## src/rtl/lp_pkg.sv

```systemverilog
// Function
// - Error flag follows any printer fault.
// - Without interrupt enable, error clears when fault ends.
// - With enable, clear on vector read or not-ready status read; vector read only clears with done set, which error prevents.
// - Done sets when printer online and requesting; online checked for second type only.
// - Bus initialise sets done, no interrupt as enable clears.
// - Character write clears done.
// - Error set holds done cleared.
// - Interrupt enable read/write, cleared by initialise.
// - Interrupt request when enabled and done or error.
// - Bit 1 shows online for second type.
// - Bit 0 shows busy for second type.
// - Buffer high byte reads zero, writes discarded.
// - Buffer bit 7 drives extra data bit, reads zero.
// - Low seven bits carry character, read zero.
// - Buffer decoded at status address plus two.
// - Vector returned during interrupt acknowledge, default 200.
// - Grounded select line chooses second printer type.
package lp_pkg;
    localparam logic [15:0] CSR_ADDR_DEFAULT = 16'hFF4C;
    localparam logic [15:0] BUF_OFFSET       = 16'h0002;
    localparam logic [15:0] VECTOR_DEFAULT   = 16'h0080;
    localparam int          ERR_BIT          = 15;
    localparam int          DONE_BIT         = 7;
    localparam int          IE_BIT           = 6;
    localparam int          ONLINE_BIT       = 1;
    localparam int          BUSY_BIT         = 0;
    localparam logic        DONE_RESET       = 1'b1;
    localparam logic        IE_RESET         = 1'b0;
    localparam logic        ERR_RESET        = 1'b0;
    localparam int          STROBE_CYCLES    = 4;

    typedef struct packed {
        logic       fault;
        logic       demand;
        logic       online;
        logic       busy;
        logic       select_n;
    } printer_status_t;

    typedef struct packed {
        logic       strobe;
        logic       extra_data_bit;
        logic [6:0] data;
    } printer_out_t;
endpackage

```

## src/rtl/line_printer_interface.sv

```systemverilog
`timescale 1ns/1ps
module line_printer_interface
    import lp_pkg::*;
#(
    parameter logic [15:0] CSR_ADDR = CSR_ADDR_DEFAULT,
    parameter logic [15:0] VECTOR   = VECTOR_DEFAULT
) (
    input  wire logic            clock,
    input  wire logic            reset_n,
    input  wire logic            bus_initialise_low,
    input  wire logic [15:0]     bus_addr,
    input  wire logic            bus_read,
    input  wire logic            bus_write,
    input  wire logic [15:0]     bus_wdata,
    input  wire logic            bus_iack,
    output logic      [15:0]     bus_rdata,
    output logic                 bus_irq,
    input  wire printer_status_t printer_in,
    output printer_out_t         printer_out
);
    printer_status_t ps;
    logic            init_s;
    logic            pending_q;
    logic            err_q;
    logic            done_q;
    logic            ie_q;
    logic            type2_q;
    logic            init_prev_q;
    logic [7:0]      char_q;
    logic            strobe_w;

    // The init pin is inverted ahead of the synchroniser so that its reset value is the idle level.
    // Otherwise a false init edge would follow every reset.
    lp_sync #(.WIDTH(6)) u_sync (
        .clock    (clock),
        .reset_n  (reset_n),
        .async_in ({printer_in, !bus_initialise_low}),
        .sync_out ({ps, init_s})
    );

    wire init_active = init_s;
    wire init_edge   = init_active && !init_prev_q;
    wire csr_hit     = (bus_addr == CSR_ADDR);
    wire buf_hit     = (bus_addr == CSR_ADDR + BUF_OFFSET);
    wire csr_wr      = bus_write && csr_hit;
    wire buf_wr      = bus_write && buf_hit;
    wire csr_rd      = bus_read && csr_hit;
    wire type2       = !ps.select_n;
    wire err_clear   = ie_q ? ((bus_iack && done_q) || (csr_rd && !done_q)) : 1'b1;
    wire err_d       = ps.fault || (err_q && !err_clear);
    wire done_set    = ps.demand && (!type2 || ps.online) && !pending_q;

    // Done and error update together; the error flag (fault or held error) wins, then init, then the write clear.
    // A demand that is still high from the last character cannot undo a write, because
    // pending stays set until the printer drops demand for the character just written.
    always_ff @(posedge clock or negedge reset_n) begin
        if (!reset_n) begin
            err_q       <= ERR_RESET;
            done_q      <= DONE_RESET;
            ie_q        <= IE_RESET;
            type2_q     <= 1'b0;
            init_prev_q <= 1'b0;
            pending_q   <= 1'b0;
        end else begin
            err_q       <= err_d;
            init_prev_q <= init_active;
            type2_q     <= type2;
            if (err_d) begin
                done_q <= 1'b0;
            end else if (init_edge) begin
                done_q <= 1'b1;
            end else if (buf_wr) begin
                done_q <= 1'b0;
            end else if (done_set) begin
                done_q <= 1'b1;
            end
            if (buf_wr) begin
                pending_q <= 1'b1;
            end else if (!ps.demand) begin
                pending_q <= 1'b0;
            end
            if (init_active) begin
                ie_q <= 1'b0;
            end else if (csr_wr) begin
                ie_q <= bus_wdata[IE_BIT];
            end
        end
    end

    always_ff @(posedge clock or negedge reset_n) begin
        if (!reset_n) begin
            char_q <= 8'h00;
        end else if (buf_wr) begin
            char_q <= bus_wdata[7:0];
        end
    end

    lp_strobe u_strobe (
        .clock   (clock),
        .reset_n (reset_n),
        .start   (buf_wr),
        .strobe  (strobe_w)
    );

    wire [15:0] csr_view = {err_q, 7'h00, done_q, ie_q, 4'h0,
                            type2_q && ps.online, type2_q && ps.busy};

    // Buffer reads return zero by leaving that address out of the mux.
    always_ff @(posedge clock or negedge reset_n) begin
        if (!reset_n) begin
            bus_rdata <= 16'h0000;
        end else if (bus_iack) begin
            bus_rdata <= VECTOR;
        end else if (csr_rd) begin
            bus_rdata <= csr_view;
        end else begin
            bus_rdata <= 16'h0000;
        end
    end

    assign bus_irq     = ie_q && (err_q || done_q);
    assign printer_out = '{strobe: strobe_w, extra_data_bit: char_q[7], data: char_q[6:0]};
endmodule

```

## src/rtl/lp_sync.sv

```systemverilog
`timescale 1ns/1ps
module lp_sync
    import lp_pkg::*;
#(
    parameter int WIDTH = 5
) (
    input  wire logic             clock,
    input  wire logic             reset_n,
    input  wire logic [WIDTH-1:0] async_in,
    output logic      [WIDTH-1:0] sync_out
);
    logic [WIDTH-1:0] meta_q;

    always_ff @(posedge clock or negedge reset_n) begin
        if (!reset_n) begin
            meta_q   <= '0;
            sync_out <= '0;
        end else begin
            meta_q   <= async_in;
            sync_out <= meta_q;
        end
    end
endmodule

```

## src/rtl/lp_strobe.sv

```systemverilog
`timescale 1ns/1ps
module lp_strobe
    import lp_pkg::*;
(
    input  wire logic clock,
    input  wire logic reset_n,
    input  wire logic start,
    output logic      strobe
);
    logic [2:0] count_q;

    // The pulse is stretched so slow printer inputs see it reliably.
    always_ff @(posedge clock or negedge reset_n) begin
        if (!reset_n) begin
            count_q <= 3'h0;
        end else if (start) begin
            count_q <= 3'(STROBE_CYCLES);
        end else if (count_q != 3'h0) begin
            count_q <= count_q - 3'h1;
        end
    end

    assign strobe = (count_q != 3'h0);
endmodule

```

## config.mk

```make
export PLATFORM = sky130hd
export DESIGN_NAME = line_printer_interface
export DESIGN_NICKNAME = d
export VERILOG_FILES = /design/src/rtl/lp_pkg.sv /design/src/rtl/line_printer_interface.sv /design/src/rtl/lp_sync.sv /design/src/rtl/lp_strobe.sv
export SDC_FILE = /design/constraint.sdc
export NUM_CORES = 1
export LEC_CHECK = 0
export BUFFER_PORTS_ARGS = -buffer_cell sky130_fd_sc_hd__buf_2
export CAP_MARGIN = 10
export CORE_MARGIN = 2
export CORE_UTILIZATION = 48
export CTS_BUF_LIST = sky130_fd_sc_hd__clkbuf_4 sky130_fd_sc_hd__clkbuf_8 sky130_fd_sc_hd__clkbuf_16
export DETAILED_ROUTE_END_ITERATION = 16
export PLACE_DENSITY = 0.9
export SLEW_MARGIN = 5
export SYNTH_ARGS = -nofsm -noshare
export SYNTH_HDL_FRONTEND = slang
export SYNTH_SLANG_ARGS = --single-unit
```

## constraint.sdc

```tcl
create_clock -name clock -period 1.9 [get_ports clock]
set_input_delay 0.38 -clock clock [delete_from_list [all_inputs] [get_ports clock]]
set_output_delay 0.38 -clock clock [all_outputs]
set_load 0.02 [all_outputs]
```

* Word level (Yosys, flattened, before mapping) *
Cells that the tools add are included.

storage, ports and cells
  flip-flop bits (word level) = 45
  output and inout bits = 26
  input bits = 43
  logic and storage cells = 54

cells by class
  eq/ne operators = 3
  reduce and logical (&&, ||, !) cells = 26
  mux-type cells = 13
  add/sub/neg operators = 1

operator list
  cell                                              count
  == test 16 bit, second input constant             2
  two-way mux 16 bit                                2
  logical AND 1 bit                                 12
  two-way mux 1 bit                                 9
  logical NOT 1 bit                                 6
  two-way mux 3 bit                                 2
  logical OR 1 bit                                  4
  nonzero test 2 bit                                2
  nonzero test 4 bit                                1
  nonzero test 3 bit                                1
  subtractor 3 x 1 -> 3 bit, second input constant  1
  != test 2 bit, second input constant              1

* Depth between registers and ports, before layout *
  depth after elaboration = 9
  mapped depth = 6

* By module *
From an unflattened synthesis, not the netlist that was laid out.

unflattened totals
  cells, all modules = 102
  area, all modules = 1373.8 µm²

modules (own cells, without submodules)
  module                  area an instance (µm²)  seq. area each (µm²)  instances  cells an instance
  line_printer_interface  895.9                   476.7                 1          74
  lp_sync                 300.3                   300.3                 1          12
  lp_strobe               177.7                   75.1                  1          16

* Worst setup path after synthesis *
Ideal clock, no wire load.

  kind = input -> register
  start = in bus_addr[5]
  end = reg char_q[1]
  stages = 5
  buffers on the path = 1
  required time = 1.775 ns
  arrival = 1.518 ns
  slack = 0.258 ns
  path through = nor4b_4 -> nand4_4 -> nor2_1 -> buf_4 -> mux2_2

on the way
  longest elaborated chain between the ends = 2

RTL lines
  item                  line                          text
  start, declared       line_printer_interface.sv:11  input wire logic [15:0] bus_addr,
  == test 16 bit        line_printer_interface.sv:44  wire buf_hit = (bus_addr == CSR_ADDR + BUF_OFFSET);
  logical AND 1 bit     line_printer_interface.sv:46  wire buf_wr = bus_write && buf_hit;
  end signal, assigned  line_printer_interface.sv:94  char_q <= bus_wdata[7:0];
  end, declared         line_printer_interface.sv:29  logic [7:0] char_q;

Every way passes these cells.
A chain may end at the register's enable or synchronous reset.

==> impl_metrics.py <==
metrics = {
    "sta": {
        "maxSlewHeadroom_pct": 52.4,
        "finalHoldViolations": 0,
        "fin_hold_ws_ps": 86.2,
        "fin_setup_tns_ps": 0,
        "finalSetupViolCount": 0,
        "slew_violations": 0,
        "fin_worst_skew_ps": 15.4,
        "rsz0062_at_grt": "no",
        "timing.final.crit_share_pct": 92.4,
        "period_needed_ps": 1760,
        "setup_slack_ps": 144,
        "max_freq_mhz": 570,
        "worstMarginPinSlew_ps": 714,
    },
    "detailed_routing": {
        "top_layer_used": "met4",
        "drcViolationCount": 0,
        "wl_met2_um": 1380,
        "drt_iter0_markers": 10,
        "postRouteAntennaNets": 0,
        "viasPerCell": 4.86,
        "dr_total_vias": 923,
        "drtPass1Iterations": 5,
        "route.met3.wl_um": 124,
        "routed_wl_um": 2390,
        "wire_per_inst_um": 12.6,
        "wl_met1_um": 852,
    },
    "place": {
        "dpl_worst_slack_ps": 86.1,
        "hpwl_um": 1880,
        "place_area_um2": 1600,
        "io_buffers": 49,
        "gp_congestion": 0.879,
    },
    "clocking": {
        "cts_buffers": 5,
        "cts_buffer_depth": 2,
        "postCtsSetupBuffers": 0,
        "numClockSinks": 34,
        "cts_tree": "built",
        "cts_root_buffer": "clkbuf_4",
        "htreeDepth": 2,
        "insertion_delay_ps": 330,
        "clk_pin_slew_ps": 110,
    },
    "cells_and_area": {
        "layout-drive-gt1-share_pct": 45.3,
        "seq_area_um2": 852,
        "fin_nets": 203,
        "nFillCells": 220,
        "multi_input_area_um2": 434,
        "area_growth_pct": 26.2,
        "n_antenna_cell": 0,
        "fin_area_um2": 1720,
    },
    "die": {
        "rows": 19,
        "dieWidth_um": 57.3,
        "die_y_um": 57.3,
        "dieArea_um2": 3290,
        "io_pins": 69,
        "start_util_pct": 49.9,
        "coreArea_um2": 2730,
    },
    "synthesis": {
        "yosys.cell_count.top_type": "dfrtp_1",
        "ys_types": 31,
        "synth_edf_count": 0,
        "syn-cell-area_um2": 1370,
        "synthTopCellsByCount": "33 x dfrtp_1, 13 x buf_4, 8 x mux2_2",
        "synth_top_area_share_pct": 60.5,
        "yosys.area.top_type": "dfrtp_1",
        "ys_seq_area_share_pct": 62.4,
        "syn_avg_cell_area_um2": 13.3,
        "synth_warnings": 0,
        "netlist_instances": 103,
        "async_reset_ff_share_pct": 100,
        "ys_top_cells_by_area": "dfrtp_1 60%, buf_4 7.1%, mux2_2 6.6%, dfstp_2 1.9%, inv_1 1.9%",
        "synth_flop_cell": "dfrtp_1",
        "synth-seq-cells": 34,
    },
    "critical_path": {
        "cp_max_fo": 4,
        "rr_startpoint": "done_q",
        "critPathArrivalTime_ps": 1380,
        "criticalPathCategory": "flip-flop to primary output",
        "cp-startpoint": "u_strobe.count_q[0]",
        "end_kind": "primary output",
        "start_kind": "flip-flop",
        "required_ps": 1520,
    },
    "global_routing": {
        "antenna_found_initial": 0,
        "grt_usage_pct": 16.4,
        "grt_first_pass_wirelength_um": 3910,
        "gr-total-overflow": 0,
        "grt_pass1_vias": 923,
        "grt_max_degree": 35,
    },
    "power_and_ir_drop": {
        "peakVddDrop_v": 0.000903,
        "finalPower_mw": 1.77,
        "p_leak_nw": 0.957,
        "power.density_nw_per_um2": 1030,
    },
    "worst_hold_path": {
        "hold_class": "primary input to async pin",
    },
    "run_status": {
        "outcome": "finished clean",
    },
    "job": {
        "drv_cap": 0,
    },
}
-- stage by stage --
step                cells  utilization, %
floorplan             113               -
global placement      182            58.7
detailed placement    182            58.7
CTS                   190            62.7
global route          190            63.0
finish                190            63.0
-- placed cells by master, fill, tap and decap left out --
cell type	netlist	final
buf_2	0	49
dfrtp_1	33	33
conb_1	1	11
mux2_2	8	8
nor2_1	7	7
inv_1	7	7
clkbuf_4	0	5
a21oi_1	3	3
nand2b_1	2	2
and4_1	2	2
a21o_1	2	2
and2_1	2	2
and3_1	2	2
nand2_1	2	2
ha_1	2	2
bufinv_16	0	2
buf_4	13	2
and3b_1	1	1
nor4b_4	1	1
nand4_4	1	1
nor3_1	1	1
a31o_2	1	1
o41a_1	1	1
o21a_1	1	1
nor2b_4	0	1
nand4_1	1	1
nor3b_1	1	1
o22ai_1	1	1
o31ai_1	1	1
or4_1	1	1
mux2i_1	1	1
o21ai_0	1	1
xnor2_1	1	1
clkbuf_8	0	1
dfstp_2	1	1
-- power by group --
group	internal [mW]	switching, mW	total (mW)
Combinational	0.124	0.161	0.285
Sequential	0.779	0.0308	0.810
Clock	0.446	0.231	0.677
Total	1.35	0.423	1.77
-- registers in the layout, indices dropped and copies added, names as in the netlist --
name / flops
bus_rdata: 5
char_q: 8
done_q: 1
err_q: 1
ie_q: 1
init_prev_q: 1
pending_q: 1
type2_q: 1
u_strobe.count_q: 3
u_sync.meta_q: 6
u_sync.sync_out: 6
-- cells by family (layout without fill, tap and decap cells) --
group                    after synthesis  count (layout)  share of synthesized area, %
flip-flops                            34              34                          62.4
AND/OR/NAND/NOR                       25              25                          12.8
buffers and inverters                 20              66                          9.07
AO/OA/AOI/OAI                         11              11                          5.59
multiplexers                           9               9                          7.33
adder cells (fa/ha/maj)                2               2                          1.83
other                                  1              11                         0.275
XOR/XNOR                               1               1                         0.642
-- worst paths after layout --
| path | endpoint | slack (ps) | cells past startpoint |
|---|---|---|---|
| setup / recovery | printer_out[8] | 140 | 5 |
| hold / removal | init_prev_q | 90 | 1 |
| setup reg to reg | done_q | 710 | 4 |
| hold reg to reg | u_sync.sync_out[5] | 350 | 0 |
| max in group asynchronous | bus_rdata[1] | 1350 | 1 |
| min in group clock | u_sync.meta_q[4] | 160 | 1 |
-- per-layer routing --
| layer | track usage (%) | up-vias |
|---|---|---|
| li1 | - | 435 |
| met1 | 17.1 | 456 |
| met2 | 30.9 | 29 |
| met3 | 5.44 | 3 |
| met4 | 4.98 | 0 |
| met5 | 0 | - |
-- worst max-delay path, cell delays in order, from the launching register on --
cell and delay, ps:
dfrtp_1 370, inv_1 110, ha_1 190, nor2b_4 190
inv_1 50, buf_2 150
-- timing repair --
item | 4_1_cts | 5_1_grt
gates resized for setup | 0 | 2
hold buffers | 0 | 0
endpoints found under the setup margin | 0 | 1
-- cell type report --
cell class | instances | area share (%)
Tap cell | 31 | 2.25
Inverter | 7 | 1.53
Timing Repair Buffer | 51 | 15.1
Clock buffer | 6 | 2.98
Multi-Input combinational cell | 59 | 25.2
Sequential cell | 34 | 49.5
Clock inverter | 2 | 3.49
No activity file was read; power rests on OpenSTA's default activity.
